--- src/include/dram_cmd_pkg.sv ---
// shared codes, types and reset values of the command decoder
`default_nettype none
package dram_cmd_pkg;

	// ----------------------------------------------------------------
	// widths
	// ----------------------------------------------------------------
	localparam int NUM_BANKS = 8;
	localparam int BANK_W    = 3;
	localparam int ROW_W     = 16;
	localparam int COL_W     = 10;
	localparam int LINES_W   = 6;
	localparam int CODE_W    = 7;
	localparam int INDEX_W   = 6;

	// ----------------------------------------------------------------
	// first-half codes, value bit n is line n
	// ----------------------------------------------------------------
	localparam logic [4:0] CODE_MULTI        = 5'h00;
	localparam logic [4:0] CODE_PRECHARGE    = 5'h10;
	localparam logic [4:0] CODE_REFRESH      = 5'h08;
	localparam logic [4:0] CODE_SR_ENTER     = 5'h18;
	localparam logic [4:0] CODE_WRITE        = 5'h04;
	localparam logic [4:0] CODE_SR_EXIT      = 5'h14;
	localparam logic [4:0] CODE_MASK_WRITE   = 5'h0C;
	localparam logic [4:0] CODE_READ         = 5'h02;
	localparam logic [4:0] CODE_COLUMN       = 5'h12;
	localparam logic [4:0] CODE_MODE_WRITE1  = 5'h06;
	localparam logic [4:0] CODE_MODE_WRITE2  = 5'h16;
	localparam logic [4:0] CODE_MODE_READ    = 5'h0E;
	localparam logic [1:0] CODE_ACTIVATE1    = 2'h1;
	localparam logic [1:0] CODE_ACTIVATE2    = 2'h3;

	// ----------------------------------------------------------------
	// timing counts
	// ----------------------------------------------------------------
	localparam logic [1:0] GUARD_SLOTS = 2'h2;

	// ----------------------------------------------------------------
	// types
	// ----------------------------------------------------------------
	typedef enum logic [3:0] {
		CMD_NONE, CMD_MULTI, CMD_PRECHARGE, CMD_REFRESH,
		CMD_SR_ENTER, CMD_SR_EXIT, CMD_WRITE, CMD_MASK_WRITE,
		CMD_READ, CMD_COLUMN, CMD_MODE_WRITE1, CMD_MODE_WRITE2,
		CMD_MODE_READ, CMD_ACTIVATE1, CMD_ACTIVATE2, CMD_UNUSED_CODE
	} cmd_kind_type;

	typedef enum logic [1:0] {
		PH_FIRST  = 2'b01,
		PH_SECOND = 2'b10
	} phase_type;

	typedef enum logic [3:0] {
		WAIT_NONE   = 4'b0001,
		WAIT_COLUMN = 4'b0010,
		WAIT_ACT2   = 4'b0100,
		WAIT_MODE2  = 4'b1000
	} wait_type;

	typedef struct packed {
		cmd_kind_type         kind;
		logic [BANK_W-1:0]    target_group_index;
		logic [NUM_BANKS-1:0] bank_mask;
		logic                 every_bank_flag;
		logic [ROW_W-1:0]     row_bits;
		logic [COL_W-1:0]     column;
		logic                 burst_size_flag;
		logic                 auto_close_flag;
		logic [7:0]           payload_bits;
		logic [INDEX_W-1:0]   reg_index_bits;
	} decoded_type;

	typedef struct packed {
		phase_type            phase;
		logic [LINES_W-1:0]   first_lines;
		wait_type             wait_for;
		decoded_type          pend;
		logic [1:0]           guard_left;
		logic                 illegal;
		logic                 out_valid;
		decoded_type          out;
	} state_type;

	localparam decoded_type DECODED_RESET = '0;
	localparam state_type STATE_RESET = '{
		phase:       PH_FIRST,
		first_lines: 6'h00,
		wait_for:    WAIT_NONE,
		pend:        DECODED_RESET,
		guard_left:  2'h0,
		illegal:     1'b0,
		out_valid:   1'b0,
		out:         DECODED_RESET
	};

endpackage
`default_nettype wire

--- src/hw/cmd_classify.sv ---
// classifier of the first-half line pattern
`timescale 1ns/1ns
`default_nettype none
module cmd_classify (
	input  wire logic [5:0]                  first_lines_i, // lines at first edge
	output var  dram_cmd_pkg::cmd_kind_type  kind_o         // command kind
);
	import dram_cmd_pkg::*;

	always_comb begin
		kind_o = CMD_UNUSED_CODE;
		if (first_lines_i[1:0] == CODE_ACTIVATE1) begin
			kind_o = CMD_ACTIVATE1;
		end else if (first_lines_i[1:0] == CODE_ACTIVATE2) begin
			kind_o = CMD_ACTIVATE2;
		end else begin
			case (first_lines_i[4:0])
				CODE_MULTI:       kind_o = CMD_MULTI;
				CODE_PRECHARGE:   kind_o = CMD_PRECHARGE;
				CODE_REFRESH:     kind_o = CMD_REFRESH;
				CODE_SR_ENTER:    kind_o = CMD_SR_ENTER;
				CODE_WRITE:       kind_o = CMD_WRITE;
				CODE_SR_EXIT:     kind_o = CMD_SR_EXIT;
				CODE_MASK_WRITE:  kind_o = CMD_MASK_WRITE;
				CODE_READ:        kind_o = CMD_READ;
				CODE_COLUMN:      kind_o = CMD_COLUMN;
				CODE_MODE_WRITE1: kind_o = CMD_MODE_WRITE1;
				CODE_MODE_WRITE2: kind_o = CMD_MODE_WRITE2;
				CODE_MODE_READ:   kind_o = CMD_MODE_READ;
				default:          kind_o = CMD_UNUSED_CODE;
			endcase
		end
	end

endmodule
`default_nettype wire

--- src/hw/bank_select.sv ---
// one-hot bank selection with an all-bank override
`timescale 1ns/1ns
`default_nettype none
module bank_select #(
	parameter int NUM = dram_cmd_pkg::NUM_BANKS
) (
	input  wire logic [dram_cmd_pkg::BANK_W-1:0] index_i, // addressed bank
	input  wire logic                            every_i, // all banks
	output var  logic [NUM-1:0]                  mask_o   // banks affected
);
	import dram_cmd_pkg::*;

	genvar g;
	generate
		for (g = 0; g < NUM; g++) begin : g_bank
			assign mask_o[g] = every_i || (index_i == BANK_W'(g));
		end
	endgenerate

endmodule
`default_nettype wire

--- src/hw/dram_command_decoder.sv ---
// command decoder of a low-power dram channel
`timescale 1ns/1ns
`default_nettype none
module dram_command_decoder #(
	parameter logic [6:0] MULTI_NOP_CODE    = 7'h00,
	parameter logic [6:0] MULTI_COL_FIRST   = 7'h01,
	parameter logic [6:0] MULTI_COL_LAST    = 7'h03,
	parameter logic [6:0] MULTI_GUARD_FIRST = 7'h04,
	parameter logic [6:0] MULTI_GUARD_LAST  = 7'h07
) (
	input  wire logic                     clk_i,                   // command clock
	input  wire logic                     srst_i,                  // sync reset, high
	input  wire logic                     chip_select_i,           // chip select
	input  wire logic [5:0]               command_address_lines_i, // command lines
	input  wire logic                     otf_burst_en_i,          // on-the-fly burst on
	input  wire logic                     burst32_default_i,       // burst 32 when otf off
	output var  logic                     cmd_valid_o,             // decoded pulse
	output var  dram_cmd_pkg::decoded_type cmd_o,                  // decoded command
	output var  logic                     illegal_o                // sticky illegal
);
	import dram_cmd_pkg::*;

	// ----------------------------------------------------------------
	// state and helpers
	// ----------------------------------------------------------------
	state_type            s_r;
	state_type            s_nxt;
	cmd_kind_type         kind_w;
	logic [NUM_BANKS-1:0] mask_w;
	logic                 every_w;
	logic [5:0]           lines;
	logic [CODE_W-1:0]    opcode;
	logic                 bad;
	logic                 emit;
	logic                 needs;
	logic                 fulfills;
	decoded_type          rec;

	assign lines   = command_address_lines_i;
	assign opcode  = {s_r.first_lines[5], lines};
	assign every_w = ((kind_w == CMD_PRECHARGE) || (kind_w == CMD_REFRESH))
		&& s_r.first_lines[5];

	cmd_classify u_classify (
		.first_lines_i (s_r.first_lines),
		.kind_o        (kind_w)
	);

	bank_select #(
		.NUM (NUM_BANKS)
	) u_bank (
		.index_i (lines[2:0]),
		.every_i (every_w),
		.mask_o  (mask_w)
	);

	// ----------------------------------------------------------------
	// next state
	// ----------------------------------------------------------------
	always_comb begin
		s_nxt = s_r;
		s_nxt.out_valid = 1'b0;
		bad = 1'b0;
		emit = 1'b0;
		rec = DECODED_RESET;
		needs = (kind_w == CMD_COLUMN) || (kind_w == CMD_ACTIVATE2)
			|| (kind_w == CMD_MODE_WRITE2);
		fulfills = ((s_r.wait_for == WAIT_COLUMN) && (kind_w == CMD_COLUMN))
			|| ((s_r.wait_for == WAIT_ACT2) && (kind_w == CMD_ACTIVATE2))
			|| ((s_r.wait_for == WAIT_MODE2) && (kind_w == CMD_MODE_WRITE2));
		case (s_r.phase)
			PH_FIRST: begin
				if (chip_select_i) begin
					s_nxt.first_lines = lines;
					s_nxt.phase = PH_SECOND;
				end else begin
					// deselect: lines ignored, breaks adjacency
					if (s_r.wait_for != WAIT_NONE) begin
						bad = 1'b1;
					end
					if (s_r.guard_left != 2'h0) begin
						s_nxt.guard_left = s_r.guard_left - 2'h1;
					end
				end
			end
			PH_SECOND: begin
				s_nxt.phase = PH_FIRST;
				s_nxt.wait_for = WAIT_NONE;
				if (chip_select_i) begin
					bad = 1'b1;
				end
				if (((s_r.wait_for != WAIT_NONE) || needs) && !fulfills) begin
					bad = 1'b1;
				end
				if (s_r.guard_left != 2'h0) begin
					if ((kind_w == CMD_MULTI) && (opcode == MULTI_NOP_CODE)) begin
						s_nxt.guard_left = s_r.guard_left - 2'h1;
					end else begin
						bad = 1'b1;
					end
				end
				rec.kind = kind_w;
				rec.target_group_index = lines[2:0];
				rec.bank_mask = mask_w;
				case (kind_w)
					CMD_MULTI: begin
						rec.payload_bits = {1'b0, opcode};
						if ((opcode >= MULTI_COL_FIRST) && (opcode <= MULTI_COL_LAST)) begin
							s_nxt.pend = rec;
							s_nxt.wait_for = WAIT_COLUMN;
						end else begin
							emit = 1'b1;
							if ((opcode >= MULTI_GUARD_FIRST)
								&& (opcode <= MULTI_GUARD_LAST)) begin
								s_nxt.guard_left = GUARD_SLOTS;
							end
						end
						rec.target_group_index = '0;
						rec.bank_mask = '0;
						s_nxt.pend.target_group_index = '0;
						s_nxt.pend.bank_mask = '0;
					end
					CMD_PRECHARGE, CMD_REFRESH: begin
						rec.every_bank_flag = s_r.first_lines[5];
						emit = 1'b1;
					end
					CMD_SR_ENTER, CMD_SR_EXIT: begin
						rec.target_group_index = '0;
						rec.bank_mask = '0;
						emit = 1'b1;
					end
					CMD_WRITE, CMD_MASK_WRITE, CMD_READ: begin
						rec.column[9] = lines[4];
						rec.auto_close_flag = lines[5];
						if (kind_w == CMD_MASK_WRITE) begin
							rec.burst_size_flag = 1'b0;
							if (s_r.first_lines[5]) begin
								bad = 1'b1;
							end
						end else if (otf_burst_en_i) begin
							rec.burst_size_flag = s_r.first_lines[5];
						end else begin
							rec.burst_size_flag = burst32_default_i;
						end
						s_nxt.pend = rec;
						s_nxt.wait_for = WAIT_COLUMN;
					end
					CMD_MODE_READ: begin
						rec.reg_index_bits = lines;
						rec.target_group_index = '0;
						rec.bank_mask = '0;
						s_nxt.pend = rec;
						s_nxt.wait_for = WAIT_COLUMN;
					end
					CMD_COLUMN: begin
						rec = s_r.pend;
						// lowest two column bits never sent
						rec.column = {s_r.pend.column[9], s_r.first_lines[5], lines, 2'b00};
						if (((s_r.pend.kind == CMD_WRITE) || (s_r.pend.kind == CMD_MASK_WRITE))
							&& (lines[1:0] != 2'b00)) begin
							bad = 1'b1;
						end
						emit = 1'b1;
					end
					CMD_MODE_WRITE1: begin
						rec.reg_index_bits = lines;
						rec.payload_bits = {s_r.first_lines[5], 7'h00};
						rec.target_group_index = '0;
						rec.bank_mask = '0;
						s_nxt.pend = rec;
						s_nxt.wait_for = WAIT_MODE2;
					end
					CMD_MODE_WRITE2: begin
						rec = s_r.pend;
						rec.payload_bits = {s_r.pend.payload_bits[7], s_r.first_lines[5], lines};
						emit = 1'b1;
					end
					CMD_ACTIVATE1: begin
						rec.row_bits = {s_r.first_lines[5:2], lines[5:4], 10'h000};
						s_nxt.pend = rec;
						s_nxt.wait_for = WAIT_ACT2;
					end
					CMD_ACTIVATE2: begin
						rec = s_r.pend;
						rec.kind = CMD_ACTIVATE2;
						rec.row_bits = {s_r.pend.row_bits[15:10], s_r.first_lines[5:2], lines};
						emit = 1'b1;
					end
					default: begin
						bad = 1'b1;
					end
				endcase
			end
			default: begin
				s_nxt.phase = PH_FIRST;
			end
		endcase
		if (bad) begin
			s_nxt.illegal = 1'b1;
		end
		if (emit && !bad && !s_r.illegal) begin
			s_nxt.out_valid = 1'b1;
			s_nxt.out = rec;
		end
	end

	// ----------------------------------------------------------------
	// registers and outputs
	// ----------------------------------------------------------------
	always_ff @(posedge clk_i) begin
		if (srst_i) begin
			s_r <= STATE_RESET;
		end else begin
			s_r <= s_nxt;
		end
	end

	assign cmd_valid_o = s_r.out_valid;
	assign cmd_o       = s_r.out;
	assign illegal_o   = s_r.illegal;

	// ----------------------------------------------------------------
	// checks
	// ----------------------------------------------------------------
	a_illegal_sticky: assert property (@(posedge clk_i) disable iff (srst_i)
		illegal_o |=> illegal_o)
		else $error("illegal flag dropped without reset");

	a_two_edge_cmd: assert property (@(posedge clk_i) disable iff (srst_i)
		cmd_valid_o |-> ($past(chip_select_i, 2) && !$past(chip_select_i)))
		else $error("decoded command without high then low select");

	a_deselect_quiet: assert property (@(posedge clk_i) disable iff (srst_i)
		((s_r.phase == PH_FIRST) && !chip_select_i) |=> !cmd_valid_o)
		else $error("deselect produced a command");

	a_every_bank: assert property (@(posedge clk_i) disable iff (srst_i)
		(cmd_valid_o && cmd_o.every_bank_flag) |-> (cmd_o.bank_mask == 8'hFF))
		else $error("all-bank command missing a bank");

	a_one_bank: assert property (@(posedge clk_i) disable iff (srst_i)
		(cmd_valid_o && !cmd_o.every_bank_flag && (cmd_o.kind == CMD_PRECHARGE))
		|-> (cmd_o.bank_mask == (8'h01 << cmd_o.target_group_index)))
		else $error("per-bank mask does not match bank bits");

	a_col_low_zero: assert property (@(posedge clk_i) disable iff (srst_i)
		(cmd_valid_o && ((cmd_o.kind == CMD_WRITE) || (cmd_o.kind == CMD_READ)
		|| (cmd_o.kind == CMD_MODE_READ))) |-> (cmd_o.column[1:0] == 2'b00))
		else $error("low column bits not zero");

	a_mask_burst16: assert property (@(posedge clk_i) disable iff (srst_i)
		(cmd_valid_o && (cmd_o.kind == CMD_MASK_WRITE)) |-> !cmd_o.burst_size_flag)
		else $error("masked write with burst 32");

	a_unused_illegal: assert property (@(posedge clk_i) disable iff (srst_i)
		((s_r.phase == PH_SECOND) && (kind_w == CMD_UNUSED_CODE)) |=> illegal_o)
		else $error("unused code not flagged");

	a_orphan_column: assert property (@(posedge clk_i) disable iff (srst_i)
		((s_r.phase == PH_SECOND) && (kind_w == CMD_COLUMN)
		&& (s_r.wait_for != WAIT_COLUMN)) |=> (illegal_o && !cmd_valid_o))
		else $error("column half without first half accepted");

	a_guard_slots: assert property (@(posedge clk_i) disable iff (srst_i)
		((s_r.phase == PH_SECOND) && (kind_w == CMD_MULTI) && !chip_select_i
		&& (s_r.guard_left == 2'h0) && (opcode >= MULTI_GUARD_FIRST)
		&& (opcode <= MULTI_GUARD_LAST)) |=> (s_r.guard_left == 2'h2))
		else $error("guard slots not armed");

	a_guard_block: assert property (@(posedge clk_i) disable iff (srst_i)
		((s_r.phase == PH_SECOND) && (s_r.guard_left != 2'h0)
		&& !((kind_w == CMD_MULTI) && (opcode == MULTI_NOP_CODE))) |=> illegal_o)
		else $error("command accepted inside guard slots");

	a_second_select: assert property (@(posedge clk_i) disable iff (srst_i)
		((s_r.phase == PH_SECOND) && chip_select_i) |=> (illegal_o && !cmd_valid_o))
		else $error("select high on second edge accepted");

	a_pair_break: assert property (@(posedge clk_i) disable iff (srst_i)
		((s_r.phase == PH_FIRST) && !chip_select_i && (s_r.wait_for != WAIT_NONE))
		|=> illegal_o)
		else $error("deselect inside a command pair accepted");

	a_quiet_after_bad: assert property (@(posedge clk_i) disable iff (srst_i)
		illegal_o |=> !cmd_valid_o)
		else $error("command decoded after illegal event");

endmodule
`default_nettype wire

--- config.mk ---
export PLATFORM = sky130hd
export DESIGN_NAME = dram_command_decoder
export DESIGN_NICKNAME = d
export VERILOG_FILES = /design/src/include/dram_cmd_pkg.sv /design/src/hw/cmd_classify.sv /design/src/hw/bank_select.sv /design/src/hw/dram_command_decoder.sv
export SDC_FILE = /design/constraint.sdc
export NUM_CORES = 1
export LEC_CHECK = 0
export BUFFER_PORTS_ARGS = -buffer_cell sky130_fd_sc_hd__buf_4
export CORE_MARGIN = 2
export CORE_UTILIZATION = 45
export CTS_BUF_LIST = sky130_fd_sc_hd__clkbuf_16
export DETAILED_ROUTE_END_ITERATION = 8
export PLACE_DENSITY_LB_ADDON = 0.15
export SYNTH_ARGS = -nofsm -noshare
export SYNTH_HDL_FRONTEND = slang
export SYNTH_SLANG_ARGS = --single-unit
--- constraint.sdc ---
create_clock -name clk_i -period 5.5 [get_ports clk_i]
set_input_delay 1.375 -clock clk_i [delete_from_list [all_inputs] [get_ports clk_i]]
set_output_delay 1.375 -clock clk_i [all_outputs]
set_load 0.01 [all_outputs]
==> results.yml, run 1 <==
global_routing:
  grt_max_degree: 73
  grt_antenna_before_repair: 0
  grt_pass1_wl_um: 26700
  grt_overflow: 0
  grt_pass1_vias: 5085
  grtUsageTotal_pct: 23.4
critical_path:
  endpoint_kind: "register"
  required_ps: 5760
  path_class: "in2reg"
  cp.arrival_ps: 3990
  cp_max_fo: 43
  crit_path_start_kind: "primary input"
yosys:
  yosys_warnings: 0
  synth_top_cell_area_share_pct: 37.2
  synth.area.mux_share_pct: 2.95
  synth.top_cells.by_count: "dfxtp_1, a21oi_1, buf_4"
  ys_ff_latch: 115
  synth_cells: 722
  synth-edff-count: 0
  ys_types: 68
  synth_top_family_by_area: "compound AO/OA/AOI/OAI gates"
  synth_compound_area_share_pct: 27.8
  synth_fa_ha_area_share_pct: 0.769
  yosysTopAreaCell: "dfxtp_1"
  async_reset_ff_share_pct: 0
  ys.flop_type: "dfxtp_1"
  synthMostInstantiatedCell: "dfxtp_1"
  synth_simple_gate_area_share_pct: 17.3
  synth.avg_cell_area_sq_um: 8.56
  ys_seq_area_share_pct: 37.2
  synthesis.area_sq_um: 6180
  syn_nets: 736
  synth-xor-area-share_pct: 0.708
  ys_top_cells_by_area: "dfxtp_1, buf_4, a21oi_1"
sta:
  slew_violations: 0
  tns_ps: 0
  finalCritPeriodShare_pct: 67.8
  setup_viol: 0
  fin_crit_ps: 3730
  worst_slew_pin_slew_ps: 1000
  rsz0062_at_grt: "no"
  maxSlewHeadroom_pct: 33.1
  clock_skew_ps: 8.88
  fmax_ghz: 0.268
  finalHoldViolations: 0
clocking:
  numCtsBuffers: 17
  cts_tree: "done"
  clk_pin_slew_ps: 50
  cts_hold_buf: 0
  postCtsSetupBuffers: 0
  worstSkewPairLatency_ps: 420
  cts_max_path_buffers: 2
  htreeDepth: 4
  cts-resized-gates: 0
  clock-sinks: 115
  cts_root_buf: "clkbuf_16"
die:
  dieArea_sq_um: 14700
  io_pins: 71
  initial_core_util_pct: 46.3
  die_w_um: 121
  die_y_um: 121
  coreArea_sq_um: 13300
  rows: 42
run:
  drv_cap: 0
pwr:
  ir_drop_mv: 0.196
  p_int_mw: 1.63
  cellPowerDensity_nw_per_um2: 353
  switching_power_uw: 750
  pwr-share-comb_pct: 20.2
  p_seq_share_pct: 40.5
  clkPwrFrac_pct: 39.3
  p_leak_nw: 2.45
  swShare_pct: 31.5
finish:
  layout-drive-gt1-share_pct: 22.3
  diodes: 0
  n_fill_cell: 1303
  finalInstanceArea_sq_um: 6750
  syn_to_final_growth_pct: 9.21
  layout.nets: 712
routing:
  ant_nets: 0
  wl_per_cell_um: 18.8
  drtIter0Drc: 628
  via_per_inst: 5.96
  routed_wl_um: 16600
  drc: 0
  dr.pass1.iters: 5
  vias: 5277
placed_design:
  gp_congestion: 0.894
  portBuffers: 70
  placed_area_sq_um: 6250
  dp_hpwl_um: 10600
outcome:
  status: "completed"
hold_path:
  hp-class: "reg2reg"
-- sequential cells by signal, summed over array words and instances (netlist names), named ones only --
register,cells
illegal_o,1
cmd_valid_o,1
cmd_o,57
opcode,1
s_r,51
-- placed cells by master, fill, tap and decap left out, types with 7 or more instances in the layout --
cell type | synthesis | routed
nand2b_1 | 14 | 14
a31oi_1 | 18 | 18
nor2b_1 | 9 | 9
and3_1 | 14 | 14
nand2_1 | 37 | 37
nor2_1 | 46 | 46
o21ai_0 | 18 | 18
nor3_1 | 13 | 13
nand4_1 | 7 | 7
a21oi_1 | 93 | 93
and2_1 | 12 | 12
a211oi_2 | 32 | 32
mux2i_1 | 16 | 16
nand3_1 | 25 | 25
dfxtp_1 | 115 | 115
inv_1 | 15 | 17
a22oi_1 | 25 | 25
o22ai_1 | 13 | 13
clkbuf_16 | 0 | 17
buf_4 | 63 | 78
-- kinds of logic (layout without fill, tap and decap cells) --
logic type / after synthesis / in the layout
fa+ha+maj: 4 / 4
buf+inv: 136 / 124
flops: 115 / 115
mux: 18 / 18
xor+xnor: 5 / 5
simple gates: 202 / 202
compound gates: 242 / 242
-- area by class of cell --
class / instances / area [sq um] / share of cell area [%]
multi-input cells: 471 / 3090 / 45.7
flip-flops and latches: 115 / 2300 / 34.1
repair buffers: 78 / 586 / 8.67
clock buffers: 17 / 425 / 6.30
well taps: 176 / 220 / 3.26
clock inverters: 14 / 76.3 / 1.13
inverters: 15 / 56.3 / 0.834
-- final timing paths --
path                                    from        end  slack, ps  cells after the start
hold reg to reg                      s_r[99]    s_r[99]        450                      2
setup reg to reg                    register  cmd_o[28]       2160                      7
hold / removal                       s_r[99]    s_r[99]        450                      2
setup / recovery  command_address_lines_i[0]  cmd_o[56]       1770                      8
-- worst max-delay path: stages --
cell and delay [ps]:
buf_4 190, nor3_1 630, a41oi_1 270, nor4_2 450, a21oi_2 190, nor2_4 120
buf_4 510, a311oi_1 180
-- power by group through the flow --
stage | Sequential [mW] | Combinational [mW] | Clock [mW]
finish | 0.965 | 0.480 | 0.935
global route | 0.972 | 0.526 | 0.992
CTS | 0.963 | 0.478 | 0.952
detailed placement | 0.980 | 0.475 | 0
global placement | 0.977 | 0.466 | 0
floorplan | 0.935 | 0.412 | 0
-- per-layer routing --
metal | vias up | GRT usage (%) | routed length [um] | part of all wire (%)
li1 | 2520 | - | - | -
met1 | 2555 | 31.7 | 7870 | 47
met2 | 180 | 35.1 | 7450 | 45
met3 | 22 | 6.77 | 997 | 6.0
met4 | 0 | 8.84 | 307 | 1.8
met5 | - | 0 | 0 | 0
-- metrics by stage --
stage / instances / hold WS [ps] / util [%] / total power, mW / setup WS, ps
2_1_floorplan: 722 / 430 / - / 1.35 / 2290
3_3_place_gp: 855 / 443 / 46.8 / 1.44 / 1490
3_5_place_dp: 855 / 446 / 46.8 / 1.46 / 1490
4_1_cts: 886 / 454 / 50.6 / 2.39 / 1840
5_1_grt: 886 / 474 / 50.6 / 2.49 / 1620
6_report: 886 / 453 / 50.6 / 2.38 / 1770
Note: power is estimated with default switching activity, not from simulation.
==> run 2: changes to the inputs <==
clock period = 3.7 ns   (was 5.5 ns; I/O delays follow)
==> results.yml, run 2 (synthesis gave the netlist of run 1 again) <==
critical_path:
  cp_max_fo: 18
  path_class: "reg2reg"
  endpoint_kind: "register"
  crit_path_start_kind: "register"
  required_ps: 3970
  cp.arrival_ps: 3220
sta:
  tns_ps: 0
  maxSlewHeadroom_pct: 35.9
  finalCritPeriodShare_pct: 79.8
  clock_skew_ps: 13.4
  finalHoldViolations: 0
  worst_slew_pin_slew_ps: 954
  fmax_ghz: 0.339
  setup_viol: 0
  fin_crit_ps: 2950
  slew_violations: 0
  rsz0062_at_grt: "no"
  whs_ps: 456
die:
  die_y_um: 121
  die_w_um: 121
  dieArea_sq_um: 14700
  rows: 42
  io_pins: 71
  coreArea_sq_um: 13300
  initial_core_util_pct: 46.3
clocking:
  cts_max_path_buffers: 2
  clock-sinks: 115
  worstSkewPairLatency_ps: 420
  postCtsSetupBuffers: 0
  htreeDepth: 4
  cts_tree: "done"
  cts-resized-gates: 0
  numCtsBuffers: 17
  cts_hold_buf: 0
  cts_root_buf: "clkbuf_16"
  clk_pin_slew_ps: 50
routing:
  wl_per_cell_um: 18.8
  via_per_inst: 5.93
  ant_nets: 0
  drtIter0Drc: 503
  vias: 5314
  routed_wl_um: 16800
  dr.pass1.iters: 6
  drc: 0
finish:
  fin_cells: 896
  syn_to_final_growth_pct: 12.4
  diodes: 0
  final_core_util_pct: 52.1
  largest_register_ffs: 57
  final_common_cell: "dfxtp_1"
  layout.nets: 722
  layout-drive-gt1-share_pct: 23.2
  n_fill_cell: 1263
  regArea_sq_um: 2300
  final_cell_mix: "dfxtp_1, a21oi_1, buf_4"
  multi_input_area_sq_um: 3090
outcome:
  status: "completed"
pwr:
  ir_drop_mv: 0.303
  p_leak_nw: 2.54
  cellPowerDensity_nw_per_um2: 542
placed_design:
  portBuffers: 70
  gp_congestion: 0.925
  dp_hpwl_um: 11000
  dp_cells: 865
global_routing:
  grtUsageTotal_pct: 23.3
  grt_pass1_vias: 5088
  grt_pass1_wl_um: 26800
  use_met3_pct: 4.51
  grt_max_degree: 63
  busiest_layer: "met2"
  grt_overflow: 0
  grt_use_met2_pct: 34.8
  grt_antenna_before_repair: 0
  grt_use_met1_pct: 32.8
hold_path:
  hp-class: "reg2reg"
run:
  drv_cap: 0
## run 2: layer usage
layer | routed length (um) | vias up
met4 | 328 | 0
li1 | - | 2530
met3 | 958 | 26
met2 | 7600 | 167
met1 | 7940 | 2591
met5 | 0 | -
## run 2: layout make-up
type / instances / share of cell area (%)
clock buffer: 17 / 6.12
multi-input combinational: 471 / 44.4
sequential: 115 / 33.1
tap: 176 / 3.17
inverter: 15 / 0.810
timing repair buffer: 88 / 10.2
clock inverter: 14 / 2.12
## run 2: critical path, cell delays in order, from the launching register on
cell and delay [ps]:
dfxtp_1 710, nand4bb_1 390, a2111oi_0 570, a221o_1 320, a21oi_2 160, nor2_4 260
buf_4 270, a311oi_1 110
## run 2: power by group
part           internal, mW  total (mW)  switching (mW)  leakage [nW]
Sequential             1.32        1.42           0.102         0.933
Combinational         0.293       0.744           0.451          1.33
Clock                  1.04        1.60           0.563         0.283
## run 2: path summary, 6_finish.rpt
check,slack [ps],from,cells after the start,to
max,750,register,7,cmd_o[56]
min,460,s_r[115],2,s_r[115]
max reg2reg,750,register,7,cmd_o[56]
min reg2reg,460,s_r[115],2,s_r[115]
## run 2: per-stage QoR
stage	cell area, sq um	total power [mW]	worst slack, ps
after global routing	6950	3.92	512
final	6950	3.76	747
after floorplan	6180	2.00	938
after detailed placement	6370	2.18	482
after CTS	6950	3.77	756
after global placement	6370	2.16	500
==> run 3: changes to the inputs <==
ABC_AREA = 1   (was unset)
clock period = 2.6 ns   (was 3.7 ns; I/O delays follow)
==> results.yml, run 3 <==
finish:
  layout-drive-gt1-share_pct: 15.2
  finalInstanceArea_sq_um: 7170
  largest_register_ffs: 57
  syn_to_final_growth_pct: 16.3
  diodes: 0
  layout.nets: 982
  final_common_cell: "nand2_1"
  final_cell_mix: "nand2_1, inv_1, nor2_1"
  n_fill_cell: 1363
routing:
  vias: 5709
  via_per_inst: 4.93
  dr.pass1.iters: 8
  routed_wl_um: 15800
  wl_per_cell_um: 13.7
  ant_nets: 0
  drc: 0
  drtIter0Drc: 369
clocking:
  numCtsBuffers: 17
  worstSkewPairLatency_ps: 420
  cts_tree: "done"
  cts_max_path_buffers: 2
  htreeDepth: 4
  clock-sinks: 115
  clk_pin_slew_ps: 60
  cts_hold_buf: 0
  cts_root_buf: "clkbuf_16"
critical_path:
  r2r-start: "s_r[124]"
  cp.arrival_ps: 2620
  cpMostUsedCell: "nor2_1"
  endpoint_kind: "register"
  ff2ff_path_depth: 14
  path_class: "reg2reg"
  path_cells: "inv_2 -> nand2_2 -> nand3_2 -> nor2_4 -> a21oi_1 -> nor2_1 -> nand3_1 -> nand2_1 -> nand2_1 -> nand2_2 -> nand3_2 -> buf_12 -> nor2_1 -> nor2_1"
  cp_slowest_cell: "dfxtp_1"
  crit_path_start_kind: "register"
  required_ps: 2910
  rrSetupSlack_ps: 290
  critPathMaxStageDelay_ps: 450
  cp_max_fo: 30
  r2r_end: "cmd_o[7]"
yosys:
  ys_types: 33
  ys_ff_latch: 115
  synth_top_cell_area_share_pct: 37.3
  ys.flop_type: "dfxtp_1"
  synth.avg_cell_area_sq_um: 6.44
  synthMostInstantiatedCell: "nand2_1"
  synth-edff-count: 0
  yosysTopAreaCell: "dfxtp_1"
  yosys_warnings: 0
  syn_nets: 971
  ys_top_cells_by_area: "dfxtp_1, nand2_1, inv_1"
  synth_cells: 957
  synth.top_cells.by_count: "nand2_1, inv_1, nor2_1"
  synthesis.area_sq_um: 6170
  async_reset_ff_share_pct: 0
  ys_seq_area_share_pct: 37.3
sta:
  tns_ps: 0
  setup_viol: 0
  maxSlewHeadroom_pct: 55.3
  rsz0062_at_grt: "no"
  slew_violations: 0
  fin_crit_ps: 2310
  finalCritPeriodShare_pct: 88.9
  worst_slew_pin_slew_ps: 670
  fmax_ghz: 0.432
  clock_skew_ps: 8.87
  finalHoldViolations: 0
hold_path:
  hp-class: "reg2reg"
  min_path_cells: 2
  min_to: "s_r[73]"
  worstHoldStart: "s_r[73]"
die:
  die_y_um: 121
  io_pins: 71
  die_w_um: 121
  rows: 42
  coreArea_sq_um: 13300
  initial_core_util_pct: 46.4
  dieArea_sq_um: 14700
outcome:
  status: "completed"
global_routing:
  grt_antenna_before_repair: 0
  grt_pass1_wl_um: 26400
  grtUsageTotal_pct: 22.8
  grt_max_degree: 42
  grt_overflow: 0
  grt_pass1_vias: 5284
placed_design:
  portBuffers: 70
  dp_hpwl_um: 10800
  gp_congestion: 0.985
  placed_area_sq_um: 6570
pwr:
  ir_drop_mv: 0.395
  p_leak_nw: 3.41
  cellPowerDensity_nw_per_um2: 713
run:
  drv_cap: 0
[run 3: cells by family after synthesis]
kind of cell / Yosys count / synth area share (%)
AO/OA/AOI/OAI: 117 / 10.6
adder cells (fa/ha/maj): 3 / 0.609
buffers and inverters: 270 / 20.2
flip-flops: 115 / 37.3
multiplexers: 1 / 0.162
AND/OR/NAND/NOR: 451 / 31.2
[run 3: area by class of cell]
cell class | instances | area, sq um | share of cell area (%)
Clock inverter | 15 | 165 | 2.30
Clock buffer | 17 | 425 | 5.93
Timing Repair Buffer | 99 | 806 | 11.2
Sequential cell | 115 | 2300 | 32.1
Inverter | 163 | 612 | 8.54
Tap cell | 176 | 220 | 3.07
Multi-Input combinational cell | 572 | 2640 | 36.8
[run 3: how the worst max path moves through the flow]
| stage | from | endpoint | slack (ps) |
|---|---|---|---|
| final | s_r[124] | cmd_o[7] | 290 |
| after global routing | s_r[124] | cmd_o[8] | 80 |
| after CTS | s_r[124] | cmd_o[7] | 160 |
| after detailed placement | command_address_lines_i[0] | cmd_o[54] | 110 |
| after global placement | command_address_lines_i[3] | cmd_o[12] | 160 |
| after floorplan | command_address_lines_i[0] | cmd_o[12] | 260 |
[run 3: where the power goes]
group          leakage (nW)  total (mW)  switching [mW]  internal [mW]
clock                 0.271        2.35           0.857           1.49
sequential            0.931        1.88          0.0487           1.84
combinational          2.21       0.879           0.585          0.294
total                  3.41        5.11            1.49           3.62
[run 3: timing repair]
item / in CTS / in global routing
setup buffers: 0 / 0
resized for setup: 0 / 3
setup endpoints to repair: 0 / 58
[run 3: critical path: cells and delay by family, from the launching register on]
kind                   cells  cell delay, ps
AOI/OAI and AO/OA          1              90
buffers and inverters      2             350
DFF                        1             450
and+or+nand+nor           11            1300
[run 3: metrics by stage]
stage	cells	power (mW)	hold WS, ps	setup WS, ps	utilization [%]
floorplan	957	2.52	425	262	-
global placement	1125	2.79	433	161	49.4
detailed placement	1125	2.78	440	105	49.4
CTS	1157	5.12	446	157	53.8
global route	1157	5.35	456	80.7	53.9
finish	1157	5.11	445	288	53.9
[run 3: metal layers]
layer  global-route usage [%]  wire length (um)  vias up
li1                         -                 -     2958
met1                     31.6              7720     2577
met2                     34.4              7010      143
met3                     5.26               779       31
met4                     8.14               297        0
met5                        0                 0        -
